--- src/cfb_pkg.sv ---
package cfb_pkg;

    localparam int NUM_CHAN = 4;
    localparam int ADDR_W   = 4;
    localparam int DATA_W   = 16;
    localparam int RATE_W   = 24;
    localparam int CODE_W   = 5;
    localparam int SETTLE_W = 7;

    localparam logic [ADDR_W-1:0] FILTER_CONFIG_ADDR  = 4'h5;
    localparam logic [DATA_W-1:0] FILTER_CONFIG_RESET = 16'h0500;

    // field positions of the filter configuration word
    localparam int EN_BIT    = 11;
    localparam int SEL_HI    = 10;
    localparam int SEL_LO    = 8;
    localparam int ORDER_HI  = 6;
    localparam int ORDER_LO  = 5;
    localparam int CODE_HI   = 4;
    localparam int CODE_LO   = 0;
    localparam int HV_CHAN   = 0;

    localparam logic [1:0] ORDER_SINC5_SINC1 = 2'h0;
    localparam logic [1:0] ORDER_SINC3       = 2'h3;

    localparam logic [2:0] SEL_2727 = 3'h2;
    localparam logic [2:0] SEL_2500 = 3'h3;
    localparam logic [2:0] SEL_2067 = 3'h4;
    localparam logic [2:0] SEL_2000 = 3'h5;
    localparam logic [2:0] SEL_1667 = 3'h6;

    localparam logic [CODE_W-1:0] CODE_LAST = 5'h14;

    // rates are in hundredths of a sample per second
    localparam logic [RATE_W-1:0] ENH_RATE_2727 = 24'h000AA7;
    localparam logic [RATE_W-1:0] ENH_RATE_2500 = 24'h0009C4;
    localparam logic [RATE_W-1:0] ENH_RATE_2067 = 24'h000813;
    localparam logic [RATE_W-1:0] ENH_RATE_2000 = 24'h0007D0;
    localparam logic [RATE_W-1:0] ENH_RATE_1667 = 24'h000683;

    localparam logic [SETTLE_W-1:0] SETTLE_40_MS = 7'h28;
    localparam logic [SETTLE_W-1:0] SETTLE_50_MS = 7'h32;
    localparam logic [SETTLE_W-1:0] SETTLE_60_MS = 7'h3C;

    typedef logic [RATE_W-1:0] cfb_rate_tab_t [0:20];

    localparam cfb_rate_tab_t SINC3_RATE = '{
        24'hBEBC20, 24'hBEBC20, 24'h5F5E10, 24'h5F5E10, 24'h2FAF08, 24'h2625A0,
        24'h17D784, 24'h0FE524, 24'h07A120, 24'h03D090, 24'h0186A0, 24'h00C350,
        24'h009C7C, 24'h004E20, 24'h002724, 24'h001770, 24'h001388, 24'h0007D0,
        24'h000686, 24'h0003E8, 24'h0001F4};

    localparam cfb_rate_tab_t SINC5_RATE = '{
        24'hBEBC20, 24'hBEBC20, 24'h5F5E10, 24'h5F5E10, 24'h2FAF08, 24'h2625A0,
        24'h17D784, 24'h0FDA98, 24'h079EC8, 24'h03CFC8, 24'h0186A0, 24'h00C350,
        24'h009A7E, 24'h004E20, 24'h002724, 24'h001763, 24'h001380, 24'h0007D0,
        24'h000686, 24'h0003E8, 24'h0001F4};

    typedef struct packed {
        logic              enhanced_rejection_enable;
        logic [2:0]        enhanced_rejection_select;
        logic [1:0]        order;
        logic [CODE_W-1:0] output_rate_code;
    } cfb_cfg_t;

    typedef struct packed {
        logic                valid;
        logic [RATE_W-1:0]   rate;
        logic [SETTLE_W-1:0] settle_ms;
    } cfb_rate_t;

endpackage

--- src/cfb_filter_bank.sv ---
`timescale 1ns/10ps
module cfb_filter_bank (
    input  wire logic                               clk,
    input  wire logic                               rst_n,
    input  wire logic                               ce,
    input  wire logic [cfb_pkg::ADDR_W-1:0]         reg_addr,
    input  wire logic                               reg_wr,
    input  wire logic                               reg_rd,
    input  wire logic [cfb_pkg::DATA_W-1:0]         reg_wdata,
    input  wire logic [cfb_pkg::NUM_CHAN-1:0]       chan_enable,
    output logic [cfb_pkg::DATA_W-1:0]              reg_rdata_q,
    output logic                                    reg_rvalid_q,
    output logic                                    conv_restart_q,
    output logic [1:0]                              first_chan_q,
    output cfb_pkg::cfb_cfg_t [cfb_pkg::NUM_CHAN-1:0]  chan_cfg_q,
    output cfb_pkg::cfb_rate_t [cfb_pkg::NUM_CHAN-1:0] chan_rate_q
);

    cfb_pkg::cfb_cfg_t [cfb_pkg::NUM_CHAN-1:0] chan_cfg_d;
    logic [cfb_pkg::DATA_W-1:0]                reg_rdata_d;
    logic                                      reg_rvalid_d;
    logic                                      conv_restart_d;
    logic [1:0]                                first_chan_d;
    logic [cfb_pkg::NUM_CHAN-1:0]              active;
    logic                                      hit_wr;
    logic                                      hit_rd;

    function automatic cfb_pkg::cfb_cfg_t unpack_word(input logic [cfb_pkg::DATA_W-1:0] w);
        cfb_pkg::cfb_cfg_t c;
        c.enhanced_rejection_enable = w[cfb_pkg::EN_BIT];
        c.enhanced_rejection_select = w[cfb_pkg::SEL_HI:cfb_pkg::SEL_LO];
        c.order                     = w[cfb_pkg::ORDER_HI:cfb_pkg::ORDER_LO];
        c.output_rate_code          = w[cfb_pkg::CODE_HI:cfb_pkg::CODE_LO];
        unpack_word = c;
    endfunction

    function automatic logic [cfb_pkg::DATA_W-1:0] pack_word(input cfb_pkg::cfb_cfg_t c);
        logic [cfb_pkg::DATA_W-1:0] w;
        w = '0;
        w[cfb_pkg::EN_BIT]                     = c.enhanced_rejection_enable;
        w[cfb_pkg::SEL_HI:cfb_pkg::SEL_LO]     = c.enhanced_rejection_select;
        w[cfb_pkg::ORDER_HI:cfb_pkg::ORDER_LO] = c.order;
        w[cfb_pkg::CODE_HI:cfb_pkg::CODE_LO]   = c.output_rate_code;
        pack_word = w;
    endfunction

    // lowest enabled channel, used both as readback source and sequence start
    function automatic logic [1:0] first_active(input logic [cfb_pkg::NUM_CHAN-1:0] en);
        logic [1:0] idx;
        idx = 2'h0;
        for (int i = cfb_pkg::NUM_CHAN - 1; i >= 0; i--) begin
            if (en[i]) begin
                idx = 2'(i);
            end
        end
        first_active = idx;
    endfunction

    always_comb begin
        active = chan_enable;
        if (chan_enable == '0) begin
            active[cfb_pkg::HV_CHAN] = 1'b1;
        end
    end

    assign hit_wr = reg_wr && (reg_addr == cfb_pkg::FILTER_CONFIG_ADDR);
    assign hit_rd = reg_rd && (reg_addr == cfb_pkg::FILTER_CONFIG_ADDR);

    always_comb begin
        chan_cfg_d = chan_cfg_q;
        for (int i = 0; i < cfb_pkg::NUM_CHAN; i++) begin
            if (hit_wr && active[i]) begin
                chan_cfg_d[i] = unpack_word(reg_wdata);
            end
        end
    end

    always_ff @(posedge clk or negedge rst_n) begin
        if (!rst_n) begin
            for (int i = 0; i < cfb_pkg::NUM_CHAN; i++) begin
                chan_cfg_q[i] <= unpack_word(cfb_pkg::FILTER_CONFIG_RESET);
            end
        end else if (ce) begin
            chan_cfg_q <= chan_cfg_d;
        end
    end

    always_comb begin
        conv_restart_d = hit_wr;
        first_chan_d   = first_chan_q;
        if (hit_wr) begin
            first_chan_d = first_active(active);
        end
        reg_rvalid_d = hit_rd;
        reg_rdata_d  = reg_rdata_q;
        if (hit_rd) begin
            // readback shows the copy that a write would reach first
            reg_rdata_d = pack_word(chan_cfg_q[first_active(active)]);
        end
    end

    always_ff @(posedge clk or negedge rst_n) begin
        if (!rst_n) begin
            conv_restart_q <= 1'b0;
            first_chan_q   <= 2'h0;
            reg_rvalid_q   <= 1'b0;
            reg_rdata_q    <= '0;
        end else if (ce) begin
            conv_restart_q <= conv_restart_d;
            first_chan_q   <= first_chan_d;
            reg_rvalid_q   <= reg_rvalid_d;
            reg_rdata_q    <= reg_rdata_d;
        end
    end

    genvar g;
    generate
        for (g = 0; g < cfb_pkg::NUM_CHAN; g++) begin : g_dec
            cfb_rate_decode u_dec (
                .clk    (clk),
                .rst_n  (rst_n),
                .ce     (ce),
                .cfg    (chan_cfg_q[g]),
                .info_q (chan_rate_q[g])
            );
        end
    endgenerate

endmodule

--- src/cfb_rate_decode.sv ---
`timescale 1ns/10ps
module cfb_rate_decode (
    input  wire logic            clk,
    input  wire logic            rst_n,
    input  wire logic            ce,
    input  wire cfb_pkg::cfb_cfg_t cfg,
    output cfb_pkg::cfb_rate_t   info_q
);

    cfb_pkg::cfb_rate_t info_d;

    function automatic logic enh_sel_valid(input logic [2:0] sel);
        enh_sel_valid = (sel >= cfb_pkg::SEL_2727) && (sel <= cfb_pkg::SEL_1667);
    endfunction

    always_comb begin
        info_d = '0;
        if (cfg.enhanced_rejection_enable) begin
            // reserved mode codes give no rate rather than a guessed one
            info_d.valid = enh_sel_valid(cfg.enhanced_rejection_select);
            case (cfg.enhanced_rejection_select)
                cfb_pkg::SEL_2727: begin
                    info_d.rate = cfb_pkg::ENH_RATE_2727;
                end
                cfb_pkg::SEL_2500: begin
                    info_d.rate      = cfb_pkg::ENH_RATE_2500;
                    info_d.settle_ms = cfb_pkg::SETTLE_40_MS;
                end
                cfb_pkg::SEL_2067: begin
                    info_d.rate = cfb_pkg::ENH_RATE_2067;
                end
                cfb_pkg::SEL_2000: begin
                    info_d.rate      = cfb_pkg::ENH_RATE_2000;
                    info_d.settle_ms = cfb_pkg::SETTLE_50_MS;
                end
                cfb_pkg::SEL_1667: begin
                    info_d.rate      = cfb_pkg::ENH_RATE_1667;
                    info_d.settle_ms = cfb_pkg::SETTLE_60_MS;
                end
                default: begin
                    info_d.rate = '0;
                end
            endcase
        end else if (cfg.output_rate_code <= cfb_pkg::CODE_LAST) begin
            case (cfg.order)
                cfb_pkg::ORDER_SINC3: begin
                    info_d.valid = 1'b1;
                    info_d.rate  = cfb_pkg::SINC3_RATE[cfg.output_rate_code];
                end
                cfb_pkg::ORDER_SINC5_SINC1: begin
                    info_d.valid = 1'b1;
                    info_d.rate  = cfb_pkg::SINC5_RATE[cfg.output_rate_code];
                end
                default: begin
                    info_d.valid = 1'b0;
                end
            endcase
        end
    end

    always_ff @(posedge clk or negedge rst_n) begin
        if (!rst_n) begin
            info_q <= '0;
        end else if (ce) begin
            info_q <= info_d;
        end
    end

endmodule

--- config.mk ---
export PLATFORM = sky130hd
export DESIGN_NAME = cfb_filter_bank
export DESIGN_NICKNAME = d
export VERILOG_FILES = /design/src/cfb_pkg.sv /design/src/cfb_filter_bank.sv /design/src/cfb_rate_decode.sv
export SDC_FILE = /design/constraint.sdc
export NUM_CORES = 1
export LEC_CHECK = 0
export BUFFER_PORTS_ARGS = -buffer_cell sky130_fd_sc_hd__buf_2
export CORE_ASPECT_RATIO = 2
export CORE_MARGIN = 10
export CORE_UTILIZATION = 45
export CTS_CLUSTER_DIAMETER = 100
export CTS_CLUSTER_SIZE = 14
export DETAILED_ROUTE_END_ITERATION = 8
export PLACE_DENSITY = 0.75
export SLEW_MARGIN = 15
export SYNTH_ARGS = -nofsm -noshare
export SYNTH_HDL_FRONTEND = slang
export SYNTH_SLANG_ARGS = --single-unit
--- constraint.sdc ---
create_clock -name clk -period 2.1 [get_ports clk]
set_input_delay 0.315 -clock clk [delete_from_list [all_inputs] [get_ports clk]]
set_output_delay 0.315 -clock clk [all_outputs]
set_load 0.03 [all_outputs]
Yosys cells after proc, flatten, opt, wreduce, memory -nomap -nowiden
Memories as Yosys holds them, arrays and structs flattened.
Index checks and enable logic that the tools add are counted.
{"block": "totals", "wordCells": 163, "input_bits": 29, "reg_bits": 187, "rom_bits": 6144, "mem_count": 8}
{"block": "classes", "magnitude_cmp": 17, "n_bitwise": 4, "n_eq_ne": 25, "mux": 52, "reduce_logical": 25}
{"memory": "(name not given)", "depth": 32, "width": 24, "rd": 1, "rd_ports_with_merged_regs": 0, "wr": 0, "line": "cfb_rate_decode.sv:52", "text": "info_d.rate = cfb_pkg::SINC5_RATE[cfg.output_rate_code];"}
{"memory": "(name not given)", "depth": 32, "width": 24, "rd": 1, "rd_ports_with_merged_regs": 0, "wr": 0, "line": "cfb_rate_decode.sv:48", "text": "info_d.rate = cfb_pkg::SINC3_RATE[cfg.output_rate_code];"}
{"memory": "(name not given)", "depth": 32, "width": 24, "rd": 1, "rd_ports_with_merged_regs": 0, "wr": 0, "line": "cfb_rate_decode.sv:52"}
{"memory": "(name not given)", "depth": 32, "width": 24, "rd": 1, "rd_ports_with_merged_regs": 0, "wr": 0, "line": "cfb_rate_decode.sv:48"}
{"memory": "(name not given)", "depth": 32, "width": 24, "rd": 1, "rd_ports_with_merged_regs": 0, "wr": 0, "line": "cfb_rate_decode.sv:52"}
{"memory": "(name not given)", "depth": 32, "width": 24, "rd": 1, "rd_ports_with_merged_regs": 0, "wr": 0, "line": "cfb_rate_decode.sv:48"}
{"memory": "2 more memories"}
{"op": "$mux 24", "count": 16}
{"op": "$pmux 12 s5", "count": 4}
{"op": "$mux 25", "count": 8}
{"op": "$pmux 24 s2", "count": 4}
{"op": "$pmux 6 s3", "count": 4}
{"op": "$eq 3x3->1 const B", "count": 12}
{"op": "$eq 3x2->1 const B", "count": 8}
{"op": "$ge 6x6->1 const B", "count": 4}
{"op": "$mux 6", "count": 4}
{"op": "$not 5->6", "count": 4}
{"op": "$bmux 11 s2", "count": 1}
{"op": "$le 5x5->1 const B", "count": 4}
{"op": "$ge 3x2->1 const B", "count": 4}
{"op": "$le 3x3->1 const B", "count": 4}
{"op": "$reduce_and 2->1", "count": 6}
{"op": "$mux 11", "count": 1}
{"op": "$logic_and 1x1->1", "count": 10}
{"op": "$mux 2", "count": 5}
{"op": "$eq 2x2->1 const B", "count": 4}
{"op": "$logic_not 2->1", "count": 4}
{"op": "$reduce_or 2->1", "count": 4}
{"op": "$mux 1", "count": 5}
{"op": "$eq 4x3->1 const B", "count": 1}
{"op": "$logic_not 4->1", "count": 1}
{"op": "$lt 2x3->1 const B", "count": 1}

Depth between registers and ports, before layout
{"block": "logic_depth", "ltp_word": 7, "mapped_depth": 8, "depth_no_buf": 6}

By module
From an unflattened synthesis, not the netlist that was laid out.
{"block": "hier_totals", "hier_cells": 1306, "area_unflattened_um2": 11785.1}
{"mod": "cfb_rate_decode at g_dec[2].u_dec ...", "area_each_um2": 2239.6, "instances": 2, "cells_per_inst": 266, "seq_area_each_um2": 750.7}
{"mod": "cfb_filter_bank", "area_each_um2": 2755.1, "instances": 1, "cells_per_inst": 225, "seq_area_each_um2": 1486.4}
{"mod": "cfb_rate_decode at g_dec[0].u_dec", "area_each_um2": 2312.2, "instances": 1, "cells_per_inst": 273, "seq_area_each_um2": 750.7}
{"mod": "cfb_rate_decode at g_dec[1].u_dec", "area_each_um2": 2238.4, "instances": 1, "cells_per_inst": 276, "seq_area_each_um2": 750.7}

Least setup slack after synthesis
OpenSTA, ideal clock, no wires.
{"block": "synth_path", "path_type": "register -> register", "startpoint": "register chan_cfg_q[11] (netlist name)", "endpoint": "register g_dec[1].u_dec.info_q[10] (netlist name)", "t_arrival_ns": 2.189, "path_stages_with_launch": 8, "required_time_ns": 1.999, "path_slack_ns": -0.190, "n_path_buf": 1, "synth_period_minus_slack_ns": 2.290, "path_cell_list": "dfrtp_1 > clkbuf_1 > inv_1 > ha_1 > a2bb2oi_1 > or3_1 > o311a_1 > o32ai_1"}
{"block": "synth_via", "elab_chain_cells": 7, "word_cells_on_any_way": 11}
{"element": "start, declared", "line": "cfb_filter_bank.sv:15", "text": "output cfb_pkg::cfb_cfg_t [cfb_pkg::NUM_CHAN-1:0] chan_cfg_q,"}
{"element": "start signal, assigned by index", "line": "cfb_filter_bank.sv:81", "text": "chan_cfg_q[i] <= unpack_word(cfb_pkg::FILTER_CONFIG_RESET);"}
{"element": "start signal, assigned", "line": "cfb_filter_bank.sv:84", "text": "chan_cfg_q <= chan_cfg_d;"}
{"element": "$not 5->6 (implied by the code)", "line": "cfb_rate_decode.sv:48, cfb_rate_decode.sv:52"}
{"element": "$mem_v2 32x24 (on tied branches)"}
{"element": "$mux 24 (on tied branches) (2 in a row)", "line": "cfb_rate_decode.sv:52, cfb_rate_decode.sv:48"}
{"element": "$pmux 24 s2", "line": "cfb_rate_decode.sv:45", "text": "case (cfg.order)"}
{"element": "$mux 25 (*)", "line": "cfb_rate_decode.sv:44", "text": "end else if (cfg.output_rate_code <= cfb_pkg::CODE_LAST) begin"}
{"element": "$mux 25 (*)", "line": "cfb_rate_decode.sv:18", "text": "if (cfg.enhanced_rejection_enable) begin"}
{"element": "end signal, assigned", "line": "cfb_rate_decode.sv:65", "text": "info_q <= info_d;"}
{"element": "end, declared", "line": "cfb_rate_decode.sv:7", "text": "output cfb_pkg::cfb_rate_t info_q"}
Mark *: on every way between the ends. The rest lies on a longest branch, timed or not. The select of a mux whose other input is x is not followed.
A chain may end at the register's enable or synchronous reset.

Worst setup path in the final report
{"block": "layout_path", "startpoint": "register chan_cfg_q[3] (netlist name)", "endpoint": "output port chan_cfg_q[3] (netlist name)"}
No word-level cell between the ends.

==> results.toml <==
[layout]
drive_gt1_share_pct = 24.75
multiInputGateArea_um2 = 6256
fin_nets = 1543
fillers = 2431
fin_cells = 1829
regArea_um2 = 4497
area_growth_pct = 19.76
final_area_um2 = 13910

[clock_tree]
clk_pin_slew_worst_paths_ns = 0.07
numClockSinks = 179
cts_buffers = 17
h-tree-depth = 4
clk_latency_ns = 0.46
clk_root_buffer_cell = "clkbuf_16"
cts_tree = "done"
cts_buffer_depth = 2
post_cts_buffers = 0

[routing]
wl_per_cell_um = 21.97
dr.first_iter.drc_count = 875
firstDrtPassIters = 5
viasPerCell = 5.947
route.vias.total = 10880
drc = 0
wl_mm = 40.19
ant_nets = 0

[yosys]
ys_ff_latch = 179
synth_edf_count = 0
synth_top_area_share_pct = 36.83
yosysTopAreaCell = "dfrtp_1"
seq_area_frac_synth_pct = 38.64
syn_area_um2 = 11620
syn_area_per_cell_um2 = 9.084
synthCells = 1279
yosys_warnings = 0
ys.flop_type = "dfrtp_1"
yosysUniqueCellTypes = 81
synth.area.top_cells = "dfrtp_1 (37%), ha_1 (4.3%), mux2_1 (3.9%), o21ai_0 (3.3%), nor2_1 (2.8%)"
yosys-top-cells-count = "dfrtp_1 (171), nor2_1 (86), o21ai_0 (77)"
yosysMostFrequentCell = "dfrtp_1"
synthArstFlopShare_pct = 100.0

[timing]
max_slew_margin_pct = 61.16
fin_tns_setup_ns = 0
tightest_slew_ns = 0.5826
fin_worst_skew_ns = 0.009471
drv_slew = 0
finalCriticalPeriod_ns = 2.005
clock.fmax_ghz = 0.4988
finalSetupViolCount = 0
hold_violations = 0
rsz0062_at_grt = "no"
fin_crit_sh_pct = 95.48

[floorplan]
die_w_um = 133.6
start_util_pct = 45.48
coreArea_um2 = 25550
io_pins = 221
die_height_um = 247.2
rows = 83
die-area_um2 = 33040

[worst_hold_path]
hold_class = "in -> reg"
holdPathStages = 2
min_from = "reg_wdata[5]"
holdPathEnd = "chan_cfg_q[27]"

[grt]
grt.total_usage_pct = 24.26
grt_pass1_vias = 11160
grt_pass1_wl_mm = 63.51
grt_antenna_before_repair = 4
grt_max_degree = 78
grt_overflow = 0

[pwr]
swShare_pct = 42.53
clock_power_share_pct = 23.5
p_comb_share_pct = 42.8
p_switching_mw = 5.995
p_leak_nw = 6.445
powerDensity_nw_per_um2 = 1013
seqPwrFrac_pct = 33.7
peakVddDrop_v = 0.0006672
p_int_mw = 8.102

[worst_setup_path]
required_ns = 1.78
crit_slowest_cell = "dfrtp_1"
r2r_end = "g_dec[1].u_dec.info_q[17]"
crit_type = "reg -> out"
r2r_cells = 6
r2r_slack_ns = 0.16
cp-start-kind = "flip-flop"
cp_cell_sequence = "buf_4, buf_2"
cp.arrival_ns = 1.69
max_stage_delay_ns = 0.68
r2r_start = "chan_cfg_q[12]"
path_max_fanout = 19
worst_setup_path_end_kind = "output pin"

[run_status]
outcome = "finished, final reports clean"

[run]
maxCapViolCount = 0

[placement]
gp_congestion = 0.9946
numPortBuffers = 202
dp_hpwl_mm = 30.69
dpl-instance-area_um2 = 13280
placed_cells = 1794
sequential cells by signal, indices dropped and copies added (netlist names):
| register | flops |
|---|---|
| chan_cfg_q | 44 |
| conv_restart_q | 1 |
| first_chan_q | 2 |
| g_dec.u_dec.info_q | 120 |
| reg_rdata_q | 11 |
| reg_rvalid_q | 1 |
metrics by stage:
stage | total power [mW] | setup slack (ns) | hold slack (ns) | utilization, %
after global placement | 10.74 | 0.1297 | 0.2897 | 51.98
after detailed placement | 10.80 | 0.09727 | 0.3037 | 51.98
after floorplan | 8.641 | 0.0001705 | 0.01941 | -
after global routing | 14.84 | 0.001087 | 0.1553 | 54.47
after CTS | 14.14 | 0.07508 | 0.1566 | 54.37
final | 14.10 | 0.09501 | 0.1710 | 54.47
power groups by stage:
stage               combinational, mW  clock (mW)  sequential, mW
CTS                              6.02        3.37            4.74
global placement                 5.96           0            4.78
floorplan                        2.75           0            5.89
finish                           6.03        3.32            4.75
global route                     6.50        3.52            4.83
detailed placement               6.00           0            4.80
worst max-delay path: cells and delay by family (launching register included):
kind,cells,cell delay [ns]
buffers and inverters,2,0.55
flip-flops,1,0.68
how the worst max path moves through the flow:
stage / startpoint / end
floorplan: chan_cfg_q[22] / g_dec[2].u_dec.info_q[17]
global placement: chan_cfg_q[5] / g_dec[0].u_dec.info_q[17]
detailed placement: chan_cfg_q[5] / g_dec[0].u_dec.info_q[17]
CTS: chan_cfg_q[5] / g_dec[0].u_dec.info_q[17]
global route: chan_cfg_q[12] / g_dec[1].u_dec.info_q[17]
finish: chan_cfg_q[3] / chan_cfg_q[3]
logic make-up after synthesis:
kind of cell / count (synthesis) / share of synthesized area (%)
compound gates: 408 / 24.57
other cells: 1 / 0.03228
xor+xnor: 15 / 1.131
fa+ha+maj: 40 / 4.308
flops: 179 / 38.64
simple gates: 357 / 16.41
buf+inv: 206 / 8.077
mux: 73 / 6.827
layer usage:
layer / vias to the layer above / track usage (%) / share of wire (%)
li1: 5053 / - / -
met1: 5284 / 26.01 / 37
met2: 434 / 43.28 / 52
met3: 102 / 5.325 / 5.6
met4: 4 / 13.02 / 5.0
met5: - / 0 / 0.050
layout by cell type, fill, tap and decap left out, types with 27 or more instances in the layout:
cell type	n
a21oi_1	45
ha_1	39
nand2b_1	36
inv_1	74
o2bb2ai_1	27
nor2_1	86
nor2b_1	34
dfrtp_1	165
buf_4	80
a31oi_1	38
buf_2	200
nand2_1	76
o21ai_0	76
mux2_1	40
repair_timing:
item / CTS / global route
endpoints found under the setup margin: 0 / 4
resized for setup: 0 / 4
hold endpoints to repair: 37 / 0
hold buffers: 1 / 0
cell type report:
cell class | instances | share of cell area, %
diodes | 2 | 0.03597
clock inverters | 9 | 0.9442
clock buffers | 23 | 3.363
multi-input cells | 906 | 44.96
well taps | 340 | 3.057
inverters | 77 | 2.077
flip-flops and latches | 179 | 32.32
repair buffers | 293 | 13.25
No activity file was read; power rests on OpenSTA's default activity.
